`src/fault_resp_consts.svh`:
```
`ifndef FAULT_RESP_CONSTS_SVH
`define FAULT_RESP_CONSTS_SVH

// ------------------------------------------------------------
// register byte offsets
// ------------------------------------------------------------
`define FR_ADDR_W 5
`define FR_REG_CONFIG 5'h00
`define FR_REG_THRESH 5'h04
`define FR_REG_TIMING 5'h08
`define FR_REG_STATUS 5'h0C
`define FR_REG_CONTROL 5'h10

// ------------------------------------------------------------
// config, threshold, timing and control register fields
// ------------------------------------------------------------
`define FR_CFG_CYC_MODE_LSB 0
`define FR_CFG_STALL_MODE_LSB 4
`define FR_CFG_WARN_REP_BIT 8
`define FR_CFG_CYC_RETRY_LSB 12
`define FR_THR_CLOSED_LSB 0
`define FR_THR_OPEN_LSB 8
`define FR_TIM_FILTER_LSB 0
`define FR_TIM_RETRY_LSB 16
`define FR_CTL_CLEAR_BIT 0

// ------------------------------------------------------------
// status register bits
// ------------------------------------------------------------
`define FR_ST_CTRL_FAULT 0
`define FR_ST_DRV_FAULT 1
`define FR_ST_CYC_FLAG 2
`define FR_ST_STALL_FLAG 3
`define FR_ST_OVERTEMP 4
`define FR_ST_WARN_FLAG 5
`define FR_ST_SHUT_FLAG 6
`define FR_ST_PIN_LEVEL 7

// ------------------------------------------------------------
// reset values
// ------------------------------------------------------------
`define FR_CONFIG_RST 32'h0000_0000
`define FR_THRESH_RST 32'h0000_8080
`define FR_TIMING_RST 32'h03E8_0064

// ------------------------------------------------------------
// timing: retry time unit is one microsecond tick
// ------------------------------------------------------------
`define FR_CLK_PERIOD_NS 25
`define FR_TICK_NS 1000
`define FR_TICK_CYCLES (`FR_TICK_NS / `FR_CLK_PERIOD_NS)

`endif

```
`src/fault_resp_pkg.sv`:
```
package fault_resp_pkg;

  // cycle-limit response state, one-hot
  typedef enum logic [2:0] {
    CYC_IDLE = 3'b001,
    CYC_LIMIT = 3'b010,
    CYC_REPORT = 3'b100
  } cyc_state_t;

  // stall-current response state, one-hot
  typedef enum logic [3:0] {
    STALL_IDLE = 4'b0001,
    STALL_LATCH = 4'b0010,
    STALL_RETRY = 4'b0100,
    STALL_REPORT = 4'b1000
  } stall_state_t;

  // requested output-stage condition for the gate drivers
  typedef enum logic [2:0] {
    STAGE_NORMAL = 3'h0,
    STAGE_RECIRC = 3'h1,
    STAGE_ALL_OFF = 3'h2,
    STAGE_SWITCH_OFF = 3'h3,
    STAGE_HIGH_ON = 3'h4,
    STAGE_LOW_ON = 3'h5
  } stage_t;

endpackage : fault_resp_pkg

```
`src/fault_resp.sv`:
```
`timescale 1ns/100ps
`include "fault_resp_consts.svh"
// Notes on behaviour
// comparator trip starts cycle-limit response per mode
// threshold: closed-loop setting or open-loop cap
// 000x: recirculate, flag, resume next PWM
// 0000 asserts fault and pin; 0001 neither
// 001x: resume when sense drops; 0010 reports
// 010x: resume after retry+1 PWM; 0100 reports
// 0110: report only, clear needs command
// 0111 or 1xxx: cycle limit ignored
// stall event after filter time exceeded
// low mode bits pick stage; pin low
// 00xx latched until gone and cleared
// 01xx auto resume after retry time
// 1000 report only, clear needs command
// 1xx1: stall current ignored
// warning: pin low, flags, release at hysteresis
// warning flag held until cleared and cool
// shutdown: all off, pump off, auto resume
// shutdown flag latched; never disabled
// host writes one to clear bit
// analog indications synchronised before use
// restart filter and retry timers
module fault_resp #(
  parameter int FILTER_W = 16,
  parameter int RETRY_W = 16
) (
  // clock and reset
  input wire logic CLK_IN,
  input wire logic RST_N_IN,
  // avalon-mm slave
  input wire logic [`FR_ADDR_W-1:0] AVS_ADDRESS_IN,
  input wire logic AVS_READ_IN,
  input wire logic AVS_WRITE_IN,
  input wire logic [31:0] AVS_WRITEDATA_IN,
  input wire logic [3:0] AVS_BYTEENABLE_IN,
  output logic [31:0] AVS_READDATA_OUT,
  output logic AVS_WAITREQUEST_OUT,
  // analog indications, asynchronous
  input wire logic CYC_TRIP_IN,
  input wire logic STALL_OVER_IN,
  input wire logic TEMP_WARN_IN,
  input wire logic TEMP_WARN_HYS_IN,
  input wire logic TEMP_SHUT_IN,
  input wire logic TEMP_SHUT_HYS_IN,
  // motor control context, same clock
  input wire logic PWM_START_IN,
  input wire logic LOOP_CLOSED_IN,
  // open-drain fault pin
  input wire logic FAULT_PIN_N_IN,
  output logic FAULT_PIN_N_OUT,
  output logic FAULT_PIN_N_OE_OUT,
  // output stage control
  output logic [2:0] GATE_STAGE_OUT,
  output logic CHARGE_PUMP_EN_OUT,
  output logic [7:0] CYC_THRESHOLD_OUT
);

  // ------------------------------------------------------------
  // reset release and input synchronisers
  // ------------------------------------------------------------
  logic rst_s1; // first reset stage
  logic rst_n; // released reset
  logic [6:0] sync1; // first stage, read only by sync2
  logic [6:0] sync2; // synchronised copies
  logic trip; // sense above cycle limit
  logic over; // sampled sense above stall threshold
  logic warn; // above warning limit
  logic warn_hys; // above warning release point
  logic shut; // above shutdown limit
  logic shut_hys; // above shutdown release point
  logic pin_level; // level seen on the fault pin

  // async assert, two-flop release
  always_ff @(posedge CLK_IN or negedge RST_N_IN) begin
    if (!RST_N_IN) begin
      rst_s1 <= 1'b0;
      rst_n <= 1'b0;
    end else begin
      rst_s1 <= 1'b1;
      rst_n <= rst_s1;
    end
  end

  // two flops on every analog flag
  always_ff @(posedge CLK_IN or negedge rst_n) begin
    if (!rst_n) begin
      sync1 <= 7'h00;
      sync2 <= 7'h00;
    end else begin
      sync1 <= {FAULT_PIN_N_IN, TEMP_SHUT_HYS_IN, TEMP_SHUT_IN,
                TEMP_WARN_HYS_IN, TEMP_WARN_IN, STALL_OVER_IN,
                CYC_TRIP_IN};
      sync2 <= sync1;
    end
  end

  assign trip = sync2[0];
  assign over = sync2[1];
  assign warn = sync2[2];
  assign warn_hys = sync2[3];
  assign shut = sync2[4];
  assign shut_hys = sync2[5];
  assign pin_level = sync2[6];

  // ------------------------------------------------------------
  // register file and bus slave
  // ------------------------------------------------------------
  logic [31:0] config_reg; // modes, report enable, retry count
  logic [31:0] thresh_reg; // closed-loop and open-loop limits
  logic [31:0] timing_reg; // filter cycles and retry ticks
  logic clear_cmd; // one-cycle clear-fault pulse
  logic wr_take; // write takes effect this edge
  logic [31:0] rd_value; // read mux
  logic [7:0] status; // live status bits

  // byte-enable merge
  function automatic logic [31:0] merge_be(input logic [31:0] old_w,
                                           input logic [31:0] new_w,
                                           input logic [3:0] be);
    logic [31:0] res;
    res = old_w;
    for (int i = 0; i < 4; i++) begin
      if (be[i]) begin
        res[i*8 +: 8] = new_w[i*8 +: 8];
      end
    end
    return res;
  endfunction : merge_be

  // write lands where waitrequest is seen low
  assign wr_take = AVS_WRITE_IN && !AVS_WAITREQUEST_OUT;

  // one wait state per access: keeps read data registered
  always_ff @(posedge CLK_IN or negedge rst_n) begin
    if (!rst_n) begin
      AVS_WAITREQUEST_OUT <= 1'b1;
    end else begin
      AVS_WAITREQUEST_OUT <= !((AVS_READ_IN || AVS_WRITE_IN) &&
                               AVS_WAITREQUEST_OUT);
    end
  end

  // read mux; unmapped offsets read zero
  always_comb begin
    rd_value = 32'h0000_0000;
    case (AVS_ADDRESS_IN)
      `FR_REG_CONFIG: rd_value = config_reg;
      `FR_REG_THRESH: rd_value = thresh_reg;
      `FR_REG_TIMING: rd_value = timing_reg;
      `FR_REG_STATUS: rd_value = {24'h00_0000, status};
      default: rd_value = 32'h0000_0000;
    endcase
  end

  // read data loaded in the waiting cycle
  always_ff @(posedge CLK_IN or negedge rst_n) begin
    if (!rst_n) begin
      AVS_READDATA_OUT <= 32'h0000_0000;
    end else if (AVS_READ_IN && AVS_WAITREQUEST_OUT) begin
      AVS_READDATA_OUT <= rd_value;
    end
  end

  // configuration writes; unmapped writes are dropped
  always_ff @(posedge CLK_IN or negedge rst_n) begin
    if (!rst_n) begin
      config_reg <= `FR_CONFIG_RST;
      thresh_reg <= `FR_THRESH_RST;
      timing_reg <= `FR_TIMING_RST;
    end else if (wr_take) begin
      case (AVS_ADDRESS_IN)
        `FR_REG_CONFIG: config_reg <= merge_be(config_reg,
                          AVS_WRITEDATA_IN, AVS_BYTEENABLE_IN);
        `FR_REG_THRESH: thresh_reg <= merge_be(thresh_reg,
                          AVS_WRITEDATA_IN, AVS_BYTEENABLE_IN);
        `FR_REG_TIMING: timing_reg <= merge_be(timing_reg,
                          AVS_WRITEDATA_IN, AVS_BYTEENABLE_IN);
        default: ;
      endcase
    end
  end

  // clear-fault command: write one, self-clearing
  always_ff @(posedge CLK_IN or negedge rst_n) begin
    if (!rst_n) begin
      clear_cmd <= 1'b0;
    end else begin
      clear_cmd <= wr_take && (AVS_ADDRESS_IN == `FR_REG_CONTROL) &&
                   AVS_BYTEENABLE_IN[0] &&
                   AVS_WRITEDATA_IN[`FR_CTL_CLEAR_BIT];
    end
  end

  // field views
  logic [3:0] cyc_mode; // cycle-limit response select
  logic [3:0] stall_mode; // stall-current response select
  logic warn_rep; // thermal warning report enable
  logic [3:0] cyc_retry; // cycle-limit retry count
  logic [FILTER_W-1:0] filter_time; // stall filter, clock cycles
  logic [RETRY_W-1:0] retry_time; // stall retry, microsecond ticks

  assign cyc_mode = config_reg[`FR_CFG_CYC_MODE_LSB +: 4];
  assign stall_mode = config_reg[`FR_CFG_STALL_MODE_LSB +: 4];
  assign warn_rep = config_reg[`FR_CFG_WARN_REP_BIT];
  assign cyc_retry = config_reg[`FR_CFG_CYC_RETRY_LSB +: 4];
  assign filter_time = timing_reg[`FR_TIM_FILTER_LSB +: FILTER_W];
  assign retry_time = timing_reg[`FR_TIM_RETRY_LSB +: RETRY_W];

  // ------------------------------------------------------------
  // cycle-by-cycle current limit
  // ------------------------------------------------------------
  fault_resp_pkg::cyc_state_t cyc_state; // response state
  logic [3:0] cyc_held; // mode latched at entry
  logic [3:0] cyc_pwm_count; // PWM starts seen while limiting

  // mode latched on entry so a rewrite mid-event cannot strand us
  always_ff @(posedge CLK_IN or negedge rst_n) begin
    if (!rst_n) begin
      cyc_state <= fault_resp_pkg::CYC_IDLE;
      cyc_held <= 4'h0;
      cyc_pwm_count <= 4'h0;
    end else begin
      case (cyc_state)
        fault_resp_pkg::CYC_IDLE: begin
          cyc_pwm_count <= 4'h0;
          if (trip) begin
            cyc_held <= cyc_mode;
            if (cyc_mode[3:2] == 2'b00 || cyc_mode[3:1] == 3'b010) begin
              cyc_state <= fault_resp_pkg::CYC_LIMIT;
            end else if (cyc_mode == 4'h6) begin
              cyc_state <= fault_resp_pkg::CYC_REPORT;
            end // other codes: nothing, see
          end
        end
        fault_resp_pkg::CYC_LIMIT: begin
          case (cyc_held[2:1])
            2'b00: begin // next-cycle recovery
              if (PWM_START_IN) begin
                cyc_state <= fault_resp_pkg::CYC_IDLE;
              end
            end
            2'b01: begin // threshold recovery
              if (!trip) begin
                cyc_state <= fault_resp_pkg::CYC_IDLE;
              end
            end
            default: begin // counted recovery, retry+1 starts
              if (PWM_START_IN) begin
                if (cyc_pwm_count == cyc_retry) begin
                  cyc_state <= fault_resp_pkg::CYC_IDLE;
                end else begin
                  cyc_pwm_count <= cyc_pwm_count + 4'h1;
                end
              end
            end
          endcase
        end
        fault_resp_pkg::CYC_REPORT: begin
          // clear counts only with trip gone
          if (clear_cmd && !trip) begin
            cyc_state <= fault_resp_pkg::CYC_IDLE;
          end
        end
        default: cyc_state <= fault_resp_pkg::CYC_IDLE;
      endcase
    end
  end

  // ------------------------------------------------------------
  // stall current limit
  // ------------------------------------------------------------
  fault_resp_pkg::stall_state_t stall_state; // response state
  logic [1:0] stall_stage_sel; // low mode bits latched at entry
  logic [FILTER_W:0] filt_count; // time above threshold
  logic stall_event; // filter time exceeded
  logic [5:0] tick_div; // microsecond prescaler
  logic tick; // one-cycle microsecond pulse
  logic [RETRY_W-1:0] retry_count; // ticks spent in retry

  // filter restarts when sense drops or a response runs
  always_ff @(posedge CLK_IN or negedge rst_n) begin
    if (!rst_n) begin
      filt_count <= '0;
    end else if (!over ||
                 stall_state != fault_resp_pkg::STALL_IDLE) begin
      filt_count <= '0;
    end else if (!stall_event) begin
      filt_count <= filt_count + 1'b1;
    end
  end

  // strictly longer than the programmed time
  assign stall_event = filt_count > {1'b0, filter_time};

  // free-running microsecond tick
  always_ff @(posedge CLK_IN or negedge rst_n) begin
    if (!rst_n) begin
      tick_div <= 6'h00;
      tick <= 1'b0;
    end else if (tick_div == 6'(`FR_TICK_CYCLES - 1)) begin
      tick_div <= 6'h00;
      tick <= 1'b1;
    end else begin
      tick_div <= tick_div + 6'h01;
      tick <= 1'b0;
    end
  end

  // stall response; unlisted codes such as 1010 do nothing
  always_ff @(posedge CLK_IN or negedge rst_n) begin
    if (!rst_n) begin
      stall_state <= fault_resp_pkg::STALL_IDLE;
      stall_stage_sel <= 2'b00;
      retry_count <= '0;
    end else begin
      case (stall_state)
        fault_resp_pkg::STALL_IDLE: begin
          retry_count <= '0;
          if (stall_event && !(stall_mode[3] && stall_mode[0])) begin
            stall_stage_sel <= stall_mode[1:0];
            if (stall_mode[3:2] == 2'b00) begin
              stall_state <= fault_resp_pkg::STALL_LATCH;
            end else if (stall_mode[3:2] == 2'b01) begin
              stall_state <= fault_resp_pkg::STALL_RETRY;
            end else if (stall_mode == 4'h8) begin
              stall_state <= fault_resp_pkg::STALL_REPORT;
            end
          end // 1xx1 filtered out above, see
        end
        fault_resp_pkg::STALL_LATCH,
        fault_resp_pkg::STALL_REPORT: begin
          if (clear_cmd && !over) begin
            stall_state <= fault_resp_pkg::STALL_IDLE;
          end
        end
        fault_resp_pkg::STALL_RETRY: begin
          if (retry_count >= retry_time) begin
            stall_state <= fault_resp_pkg::STALL_IDLE;
          end else if (tick) begin
            retry_count <= retry_count + 1'b1;
          end
        end
        default: stall_state <= fault_resp_pkg::STALL_IDLE;
      endcase
    end
  end

  // ------------------------------------------------------------
  // thermal warning and shutdown
  // ------------------------------------------------------------
  logic warn_active; // warning holding the pin
  logic warn_flag; // sticky warning status
  logic shut_active; // drivers held off
  logic shut_flag; // sticky shutdown status
  logic ot_flag; // sticky overtemperature status
  logic warn_set; // reported warning condition

  assign warn_set = warn_rep && warn;

  // hysteresis on both limits; set beats clear
  always_ff @(posedge CLK_IN or negedge rst_n) begin
    if (!rst_n) begin
      warn_active <= 1'b0;
      warn_flag <= 1'b0;
      shut_active <= 1'b0;
      shut_flag <= 1'b0;
      ot_flag <= 1'b0;
    end else begin
      if (warn_set) begin
        warn_active <= 1'b1;
      end else if (!warn_hys) begin
        warn_active <= 1'b0;
      end
      if (warn_set) begin
        warn_flag <= 1'b1;
      end else if (clear_cmd && !warn_hys) begin
        warn_flag <= 1'b0;
      end
      if (shut) begin
        shut_active <= 1'b1;
      end else if (!shut_hys) begin
        shut_active <= 1'b0;
      end
      if (shut) begin
        shut_flag <= 1'b1; // no enable gate, see
      end else if (clear_cmd) begin
        shut_flag <= 1'b0;
      end
      if (warn_set || shut) begin
        ot_flag <= 1'b1;
      end else if (clear_cmd && !warn_hys && !shut_active) begin
        ot_flag <= 1'b0;
      end
    end
  end

  // ------------------------------------------------------------
  // combined fault view and outputs
  // ------------------------------------------------------------
  logic ctrl_fault; // controller-fault status
  logic pin_low; // fault pin request
  fault_resp_pkg::stage_t stage; // combined stage request

  assign ctrl_fault =
    (cyc_state == fault_resp_pkg::CYC_LIMIT && !cyc_held[0]) ||
    (cyc_state == fault_resp_pkg::CYC_REPORT) ||
    (stall_state != fault_resp_pkg::STALL_IDLE);
  assign pin_low = ctrl_fault || warn_active || shut_active;

  assign status = {pin_level, shut_flag, warn_flag, ot_flag,
                   stall_state != fault_resp_pkg::STALL_IDLE,
                   cyc_state != fault_resp_pkg::CYC_IDLE,
                   shut_active, ctrl_fault};

  // shutdown first, then stall stage, then recirculation
  always_comb begin
    stage = fault_resp_pkg::STAGE_NORMAL;
    if (shut_active) begin
      stage = fault_resp_pkg::STAGE_ALL_OFF;
    end else if (stall_state == fault_resp_pkg::STALL_LATCH ||
                 stall_state == fault_resp_pkg::STALL_RETRY) begin
      case (stall_stage_sel)
        2'b00: stage = fault_resp_pkg::STAGE_ALL_OFF;
        2'b01: stage = fault_resp_pkg::STAGE_SWITCH_OFF;
        2'b10: stage = fault_resp_pkg::STAGE_HIGH_ON;
        default: stage = fault_resp_pkg::STAGE_LOW_ON;
      endcase
    end else if (cyc_state == fault_resp_pkg::CYC_LIMIT) begin
      stage = fault_resp_pkg::STAGE_RECIRC;
    end
  end

  // registered outputs; pin only pulled low
  always_ff @(posedge CLK_IN or negedge rst_n) begin
    if (!rst_n) begin
      FAULT_PIN_N_OUT <= 1'b0;
      FAULT_PIN_N_OE_OUT <= 1'b0;
      GATE_STAGE_OUT <= 3'h0;
      CHARGE_PUMP_EN_OUT <= 1'b0;
      CYC_THRESHOLD_OUT <= 8'h00;
    end else begin
      FAULT_PIN_N_OUT <= 1'b0;
      FAULT_PIN_N_OE_OUT <= pin_low;
      GATE_STAGE_OUT <= stage;
      CHARGE_PUMP_EN_OUT <= !shut_active;
      CYC_THRESHOLD_OUT <= LOOP_CLOSED_IN ?
        thresh_reg[`FR_THR_CLOSED_LSB +: 8] :
        thresh_reg[`FR_THR_OPEN_LSB +: 8];
    end
  end

endmodule : fault_resp

```
`config.mk`:
```
export PLATFORM = sky130hd
export DESIGN_NAME = fault_resp
export DESIGN_NICKNAME = d
export VERILOG_FILES = /design/src/fault_resp_pkg.sv /design/src/fault_resp.sv
export VERILOG_INCLUDE_DIRS = /design/src
export SDC_FILE = /design/constraint.sdc
export NUM_CORES = 1
export LEC_CHECK = 0
export BUFFER_PORTS_ARGS = -buffer_cell sky130_fd_sc_hd__buf_2
export CAP_MARGIN = 30
export CORE_ASPECT_RATIO = 0.7
export CORE_MARGIN = 10
export CORE_UTILIZATION = 40
export CTS_CLUSTER_DIAMETER = 30
export DETAILED_ROUTE_END_ITERATION = 12
export GPL_ROUTABILITY_DRIVEN = 0
export GPL_TIMING_DRIVEN = 1
export SLEW_MARGIN = 20
export SYNTH_ARGS = -nofsm -noshare
export SYNTH_HDL_FRONTEND = slang
export SYNTH_SLANG_ARGS = --single-unit
```
`constraint.sdc`:
```
create_clock -name CLK_IN -period 7.8 [get_ports CLK_IN]
set_input_delay 0.78 -clock CLK_IN [delete_from_list [all_inputs] [get_ports CLK_IN]]
set_output_delay 0.78 -clock CLK_IN [all_outputs]
set_load 0.01 [all_outputs]
```
==> impl_metrics.yaml, run 1 <==
die:
  chipHeight_microns: 152
  die_area_sq_um: 31800
  fp-row-count: 48
  ioPinCount: 101
  core_area_sq_um: 24600
  initial_core_util_pct: 40.6
  die_width_microns: 209
setup_path:
  r2r-start: "timing_reg[6]$_DFFE_PN1P_"
  cpMostUsedCell: "a211oi_1"
  crit_start: "timing_reg[6]$_DFFE_PN1P_"
  critPathSlowestCell: "o211ai_2"
  crit_type: "flop to flop"
  worst_setup_path_start_kind: "flop"
  end_kind: "flop"
  critPathMaxFanout: 13
  path_cells: "inv_1, ha_1, nand4_1, a211oi_1, a2111oi_2, o211ai_2, nand2_1, a211oi_1, mux2_2"
  r2r_setup_slack_ps: 4540
  cp.required_ps: 8190
  max_stage_delay_ps: 620
  cp.arrival_ps: 3650
clock_network:
  cts_tree: "built"
  ctsHoldBuffers: 0
  clk_latency_ps: 520
  cts_root_buf: "clkbuf_16"
  post_cts_buffers: 0
  htreeDepth: 2
  numCtsBuffers: 38
  clk_path_buf_depth: 3
  cts.clk_slew.worst_paths_ps: 50
  clkSinkCount: 220
  cts_repair_resize_count: 0
timing:
  finalHoldViolCount: 0
  tns_ps: 0
  holdWs_ps: 43.9
  slew_violations: 0
  fin_crit_ps: 3260
  worst_pin_slew_ps: 861
  fmax_ghz: 0.307
  finalClockSkew_ps: 29.8
  relSlewSlack_pct: 42.5
  fin_ws_ps: 4540
  grt_setup_unrepaired: "no"
  setup_viol: 0
  period_share_pct: 41.8
synth:
  synth_top_area_cell: "dfrtp_1"
  yosys_warnings: 0
  syn_avg_cell_area_sq_um: 11.1
  postSynthCellCount: 901
  synth_top_area_share_pct: 51.6
  ys_ff_latch: 220
  syn_nets: 991
  ys_seq_area_share_pct: 55.3
  syn_area_sq_um: 9990
  synth-edff-count: 0
  ys_types: 59
  synthTopCellsByArea: "dfrtp_1, mux2_2, ha_1, o21ai_0, nand2_1"
  synth_async_sr_flop_share_pct: 100
  ys.flop_type: "dfrtp_1"
detailed_routing:
  drc: 0
  drtPass1Iterations: 5
  vias: 7247
  drtIter0Drc: 550
  ant_nets: 0
  wirelength_mm: 26.1
  wl_per_cell_microns: 19.1
  vias_per_cell: 5.29
placed_design:
  port_buffers: 99
  dp_hpwl_mm: 18.3
  numPlacedInstances: 1297
  dp_slack_ps: 4600
global_route:
  track_usage_pct: 16.0
  grt_overflow: 0
  grt_max_degree: 148
  grt_pass1_wl_mm: 41.5
  grt_antenna_before_repair: 3
  first_global_vias: 7301
finish:
  fin_nets: 1104
  fin_cells: 1370
  fin_util_pct: 49.5
  seqCellArea_sq_um: 5530
  drive_above_1_share_pct: 27.2
  area_delta_synth_final_pct: 22.0
  nFillCells: 2207
  multi_input_area_sq_um: 4180
  final_common_cell: "dfrtp_1"
  final_cell_mix: "dfrtp_1, nand2_1, buf_2"
pwr:
  p_leak_nw: 5.82
  power_density_nw_per_um2: 268
  irDropWorstVdd_uv: 140
worst_hold_path:
  min_path_type: "input port to asynchronous set/reset pin"
flow_run:
  maxCapViolCount: 0
status:
  outcome: "complete, no violations"
## Yosys cell counts, types with 4 or more instances
cell and n:
dfrtp_1 206, nand2_1 102, mux2_2 78, o21ai_0 77
nor2_1 53, a21oi_1 50, inv_1 43, ha_1 36
a22o_1 33, clkbuf_1 30, xnor2_1 28, nand3_1 23
dfstp_2 14, nor3_1 13, or3_1 12, and3_1 9
a21o_1 7, a221oi_1 7, nand4_1 7, a211oi_1 6
a21boi_0 4, nand2b_1 4, xor2_1 4
## power by group
group	total [W]	switching [W]	leakage, nW	internal (W)
Combinational	0.000266	0.000161	2.35	0.000105
Sequential	0.00130	0.0000665	2.83	0.00123
Clock	0.00169	0.000584	0.638	0.00111
Total	0.00326	0.000812	5.82	0.00245
## layout make-up
cell class | instances | area share (%)
diodes | 1 | 0.0205
clock inverters | 23 | 2.19
inverters | 43 | 1.32
clock buffers | 47 | 8.74
well taps | 325 | 3.34
multi-input cells | 603 | 34.2
repair buffers | 108 | 4.82
flip-flops and latches | 220 | 45.3
## stage by stage
stage               area (sq um)  power (W)
floorplan                   9990    0.00147
global placement           10800    0.00158
detailed placement         10800    0.00158
CTS                        12200    0.00329
global route               12200    0.00339
finish                     12200    0.00326
## logic make-up (layout without fill, tap and decap cells)
| group | count (synthesis) | count (layout) | share of synthesized area [%] |
|---|---|---|---|
| simple gates | 246 | 246 | 11.7 |
| compound gates | 207 | 207 | 13.5 |
| flops | 220 | 220 | 55.3 |
| other cells | 2 | 3 | 0.0752 |
| xor+xnor | 32 | 32 | 2.80 |
| buf+inv | 78 | 221 | 3.17 |
| mux | 80 | 80 | 8.99 |
| fa+ha+maj | 36 | 36 | 4.51 |
## critical path: cells and delay by family, from the launching register on
kind | cells | cell delay (ps)
AND/OR/NAND/NOR | 2 | 530
buffers and inverters | 1 | 50
AO/OA/AOI/OAI | 4 | 1380
multiplexers | 1 | 360
flip-flops | 1 | 530
adder cells (fa/ha/maj) | 1 | 290
## routing by layer
metal,vias up,wire length [microns],GRT usage (%)
met5,-,13,0
met4,2,474,4.13
met3,40,2130,4.61
met2,216,10300,21.9
met1,3551,13200,24.0
li1,3438,-,-
## final timing paths
| kind | end | cells after the start |
|---|---|---|
| worst max register to register | stall_stage_sel[1]$_DFFE_PN0P_ | 9 |
| worst min register to register | AVS_READDATA_OUT[5]$_DFFE_PN0P_ | 0 |
| max in group asynchronous | filt_count[13]$_DFFE_PN0P_ | 1 |
| worst max-delay path | stall_stage_sel[1]$_DFFE_PN0P_ | 9 |
| min in group CLK_IN | sync2[4]$_DFF_PN0_ | 0 |
| worst min-delay path | rst_n$_DFF_PN0_ | 1 |
Note: power is estimated with default switching activity, not from simulation.
==> run 2, diff against run 1 <==
clock period = 2.7 ns   (was 7.8 ns; I/O delays follow)
==> run 2 against run 1 <==
  * Combinational power rose to 3.1 times the previous value
  * Clock-buffer cell count grew 9
  * Setup slack worse by 4500 ps
==> impl_metrics.yaml, run 2 (same netlist as run 1, synthesis figures left out) <==
status:
  outcome: "complete, no violations"
detailed_routing:
  drtPass1Iterations: 5
  wl_per_cell_microns: 19.1
  vias: 7604
  drtIter0Drc: 472
  vias_per_cell: 5.29
  drc: 0
  ant_nets: 0
  wirelength_mm: 27.4
setup_path:
  critPathSlowestCell: "dfstp_2"
  cpMostUsedCell: "a21o_1"
  r2r_setup_slack_ps: 50
  path_cells: "inv_1, ha_1, a21o_1, a21o_1, a2111oi_4, o211ai_2, buf_6, buf_4, a211oi_2, xnor2_1, nor2_1"
  critPathMaxFanout: 6
  worst_setup_path_start_kind: "flop"
  r2r-start: "timing_reg[6]$_DFFE_PN1P_"
  crit_type: "flop to flop"
  end_kind: "flop"
  r2r_cells: 11
  crit_family: "compound AO/OA/AOI/OAI gates"
  crit_buf_inv: 3
  worstReg2RegEnd: "filt_count[10]$_DFFE_PN0P_"
  cp.arrival_ps: 3020
  cp.required_ps: 3070
  max_stage_delay_ps: 530
worst_hold_path:
  whs_path_depth: 3
  min_path_type: "input port to flop"
  min_to: "timing_reg[17]$_DFFE_PN0P_"
  holdCritStartpoint: "AVS_WRITEDATA_IN[17]"
pwr:
  power_density_nw_per_um2: 787
  pwr-share-seq_pct: 36.5
  clock_power_share_pct: 55.4
  p_sw_share_pct: 23.9
  irDropWorstVdd_uv: 512
  p_int_w: 0.00781
  combPwrFrac_pct: 8.1
  p_leak_nw: 6.22
  p_switching_w: 0.00245
die:
  fp-row-count: 48
  die_area_sq_um: 31800
  chipHeight_microns: 152
  core_area_sq_um: 24600
  ioPinCount: 101
  initial_core_util_pct: 40.6
  die_width_microns: 209
global_route:
  grt_pass1_wl_mm: 43.8
  grt_overflow: 0
  grt_antenna_before_repair: 5
  first_global_vias: 7706
  grt_max_degree: 58
  track_usage_pct: 17.0
clock_network:
  clk_latency_ps: 530
  clkSinkCount: 220
  cts_root_buf: "clkbuf_16"
  cts_tree: "built"
  cts.clk_slew.worst_paths_ps: 50
  numCtsBuffers: 42
  clk_path_buf_depth: 3
  htreeDepth: 2
timing:
  fmax_ghz: 0.378
  worst_pin_slew_ps: 780
  finalClockSkew_ps: 23.4
  grt_setup_unrepaired: "yes"
  finalHoldViolCount: 0
  setup_viol: 0
  slew_violations: 0
  holdWs_ps: 10.6
  relSlewSlack_pct: 47.8
  tns_ps: 0
  fin_crit_ps: 2650
  period_share_pct: 98.1
finish:
  final_common_cell: "dfrtp_1"
  multi_input_area_sq_um: 4240
  fin_util_pct: 52.9
  final_cell_mix: "dfrtp_1, nand2_1, buf_2"
  nFillCells: 2189
  drive_above_1_share_pct: 29.4
  seqCellArea_sq_um: 5530
  fin_cells: 1437
  area_delta_synth_final_pct: 30.4
  fin_nets: 1167
placed_design:
  dp_hpwl_mm: 19.4
  port_buffers: 99
  numPlacedInstances: 1325
flow_run:
  maxCapViolCount: 0
## run 2: cell types whose count changed in the layout (fill, tap and decap cells not counted), moves of 5 or more
| cell | delta |
|---|---|
| buf_4 | +27 |
| clkinv_2 | -5 |
| a211oi_2 | +6 |
| a211oi_1 | -6 |
| dlygate4sd3_1 | +29 |
## run 2: worst max-delay path by stage
| stage | end | depth (start not counted) | slack (ps) | from |
|---|---|---|---|---|
| 6_report | filt_count[10]$_DFFE_PN0P_ | 11 | 50 | timing_reg[6]$_DFFE_PN1P_ |
| 3_3_place_gp | filt_count[15]$_DFFE_PN0P_ | 11 | 40 | timing_reg[6]$_DFFE_PN1P_ |
| 2_1_floorplan | filt_count[14]$_DFFE_PN0P_ | 10 | 150 | timing_reg[6]$_DFFE_PN1P_ |
| 3_5_place_dp | filt_count[12]$_DFFE_PN0P_ | 11 | -30 | timing_reg[6]$_DFFE_PN1P_ |
| 5_1_grt | filt_count[10]$_DFFE_PN0P_ | 11 | -60 | timing_reg[6]$_DFFE_PN1P_ |
| 4_1_cts | filt_count[9]$_DFFE_PN0P_ | 11 | -7 | timing_reg[6]$_DFFE_PN1P_ |
## run 2: final cells by class
type	instances	share of cell area (%)
sequential	220	42.4
clock buffer	56	9.17
timing repair buffer	167	8.69
multi-input combinational	603	32.6
inverter	43	1.24
tap	325	3.12
antenna	1	0.0192
clock inverter	22	2.81
## run 2: routing by layer
metal / up-vias / global-route usage [%] / wire length (microns)
li1: 3563 / - / -
met1: 3779 / 24.8 / 13600
met4: 6 / 4.13 / 422
met5: - / 0 / 43
met2: 208 / 23.7 / 11200
met3: 48 / 5.39 / 2130
## run 2: stage by stage
stage | instance area [sq um] | power [W] | worst slack, ps
floorplan | 10000 | 0.00424 | 146
global placement | 11100 | 0.00456 | 38.3
detailed placement | 11100 | 0.00458 | -33.0
CTS | 12900 | 0.0103 | -6.51
global route | 13000 | 0.0107 | -57.2
finish | 13000 | 0.0103 | 51.7
## run 2: timing repair
action	4_1_cts	5_1_grt
pin swaps	0	4
endpoints found under the setup margin	2	23
buffers inserted	0	4
hold endpoints to repair	40	0
resized for setup	1	15
hold buffers	29	0
## run 2: worst reg2reg max path, cell delays in order, from the launching register on
cell and delay [ps]:
dfstp_2 530, inv_1 50, ha_1 310, a21o_1 190, a21o_1 200, a2111oi_4 360
o211ai_2 120, buf_6 150, buf_4 160, a211oi_2 250, xnor2_1 150, nor2_1 50
## run 2: power groups by stage
| stage | Combinational (W) | Sequential, W | Clock [W] |
|---|---|---|---|
| final | 0.000829 | 0.00375 | 0.00569 |
| after global routing | 0.000927 | 0.00378 | 0.00595 |
| after CTS | 0.000829 | 0.00375 | 0.00577 |
| after detailed placement | 0.000789 | 0.00380 | 0 |
| after global placement | 0.000769 | 0.00379 | 0 |
| after floorplan | 0.000449 | 0.00379 | 0 |
==> run 3, diff against run 2 <==
REMOVE_ABC_BUFFERS = 1   (was unset)
==> run 3 against run 2 <==
  * Non-clock buffer count down 6
  * Wire length up 0.21%
  * Die area unchanged
  * Clock-buffer cell count down 6
  * Register-to-register slack better by 20 ps
  * Clock skew down 8.3 ps
  * Critical endpoint is now filt_count[7]$_DFFE_PN0P_
==> impl_metrics.yaml, run 3 (same netlist as run 1, synthesis figures left out) <==
setup_path:
  crit_type: "flop to flop"
  critPathMaxFanout: 7
  cp.arrival_ps: 3030
  r2r_setup_slack_ps: 70
  worstReg2RegEnd: "filt_count[7]$_DFFE_PN0P_"
  critPathSlowestCell: "or4_4"
  end_kind: "flop"
  r2r_cells: 8
  max_stage_delay_ps: 620
  r2r-start: "timing_reg[6]$_DFFE_PN1P_"
  path_cells: "inv_1, ha_4, nand4_1, buf_4, or4_4, and2_1, or3_1, a21oi_1"
  worst_setup_path_start_kind: "flop"
  cp.required_ps: 3100
timing:
  finalHoldViolCount: 0
  worst_pin_slew_ps: 685
  finalClockSkew_ps: 15.1
  fin_ws_ps: 70.3
  tns_ps: 0
  setup_viol: 0
  slew_violations: 0
  grt_setup_unrepaired: "yes"
  period_share_pct: 97.4
  fmax_ghz: 0.380
  relSlewSlack_pct: 54.2
  fin_crit_ps: 2630
worst_hold_path:
  min_path_type: "input port to flop"
  holdCritStartpoint: "AVS_WRITEDATA_IN[1]"
  min_to: "timing_reg[1]$_DFFE_PN0P_"
  whs_path_depth: 3
clock_network:
  numCtsBuffers: 38
  cts_tree: "built"
  clk_latency_ps: 510
  cts.clk_slew.worst_paths_ps: 50
  cts_root_buf: "clkbuf_16"
  clkSinkCount: 220
  htreeDepth: 2
  clk_path_buf_depth: 3
global_route:
  first_global_vias: 7692
  grt_overflow: 0
  grt_antenna_before_repair: 2
  track_usage_pct: 17.3
  grt_pass1_wl_mm: 44.4
  grt_max_degree: 81
finish:
  area_delta_synth_final_pct: 27.4
  fin_util_pct: 51.7
  fin_nets: 1158
  final_cell_mix: "dfrtp_1, nand2_1, buf_2"
  drive_above_1_share_pct: 29.2
  final_common_cell: "dfrtp_1"
  nFillCells: 2237
placed_design:
  port_buffers: 99
  dp_hpwl_mm: 19.1
  dp_slack_ps: -48.4
flow_run:
  maxCapViolCount: 0
die:
  ioPinCount: 101
  die_width_microns: 209
  fp-row-count: 48
  core_area_sq_um: 24600
  die_area_sq_um: 31800
  chipHeight_microns: 152
  initial_core_util_pct: 40.6
pwr:
  p_leak_nw: 6.08
  irDropWorstVdd_uv: 474
  power_density_nw_per_um2: 740
detailed_routing:
  vias_per_cell: 5.26
  met3_length_mm: 2.11
  drc: 0
  met2WireLength_mm: 10.6
  wl_per_cell_microns: 19.3
  highest_layer: "met4"
  wirelength_mm: 27.5
  drtPass1Iterations: 5
  wl_met1_mm: 14.4
  drtIter0Drc: 606
  ant_nets: 0
  vias: 7486
status:
  outcome: "complete, no violations"
run 3: cell types whose count changed in the layout (fill, tap and decap cells not counted), moves of 3 or more:
cell           before  now
clkinv_4            5    1
clkbuf_8            7    4
a211oi_2            6    1
bufinv_16           8    3
clkinv_2            2    5
dlygate4sd3_1      29   21
a211oi_1            0    5
inv_6               2    5
run 3: stage by stage:
| stage | hold slack, ps | instances | power, W | cell area, sq um |
|---|---|---|---|---|
| floorplan | -25.6 | 866 | 0.00423 | 9840 |
| global placement | 56.6 | 1328 | 0.00456 | 11100 |
| detailed placement | 57.4 | 1328 | 0.00458 | 11100 |
| CTS | 4.30 | 1420 | 0.00952 | 12700 |
| global route | 9.37 | 1422 | 0.00985 | 12700 |
| finish | 14.7 | 1423 | 0.00943 | 12700 |
run 3: cell type report:
type                            count  area (sq um)  area share (%)
Antenna cell                        1          2.50          0.0197
Multi-Input combinational cell    604          4250            33.4
Tap cell                          325           407            3.19
Clock inverter                     19           209            1.64
Sequential cell                   220          5530            43.4
Clock buffer                       50          1100            8.64
Timing Repair Buffer              161          1080            8.48
Inverter                           43           161            1.27
run 3: how the worst max path moves through the flow:
stage	from	to	slack (ps)	cells after the start
floorplan	rst_n$_DFF_PN0_	AVS_READDATA_OUT[0]$_DFFE_PN0P_	-3860	0
global placement	timing_reg[6]$_DFFE_PN1P_	filt_count[14]$_DFFE_PN0P_	-40	11
detailed placement	timing_reg[6]$_DFFE_PN1P_	filt_count[14]$_DFFE_PN0P_	-50	11
CTS	timing_reg[6]$_DFFE_PN1P_	filt_count[14]$_DFFE_PN0P_	20	11
global route	timing_reg[6]$_DFFE_PN1P_	stall_stage_sel[1]$_DFFE_PN0P_	-10	11
finish	timing_reg[6]$_DFFE_PN1P_	filt_count[7]$_DFFE_PN0P_	70	8
run 3: metal layers:
metal  track usage (%)  vias to the layer above
met2              23.0                      198
met3              5.04                       32
met1              26.5                     3698
met4              4.20                        0
li1                  -                     3558
met5                 0                        -
run 3: repair_timing:
action                     in CTS  in global routing
hold buffers                   21                  0
setup buffers                   2                  1
setup endpoints to repair       2                 17
pin swaps                       2                  4
hold endpoints to repair       21                  0
gates cloned                    0                  1
resized for setup               3                 13
run 3: critical path, delay by kind of cell (launching register included):
family	cells	cell delay (ps)
AND/OR/NAND/NOR	4	1310
flip-flops	1	530
buffers and inverters	2	270
adder cells (fa/ha/maj)	1	270
AO/OA/AOI/OAI	1	150
run 3: power breakdown:
group | leakage [nW] | internal [W] | switching, W
Sequential | 2.83 | 0.00357 | 0.000193
Clock | 0.635 | 0.00318 | 0.00168
Combinational | 2.62 | 0.000345 | 0.000460
Total | 6.08 | 0.00709 | 0.00234
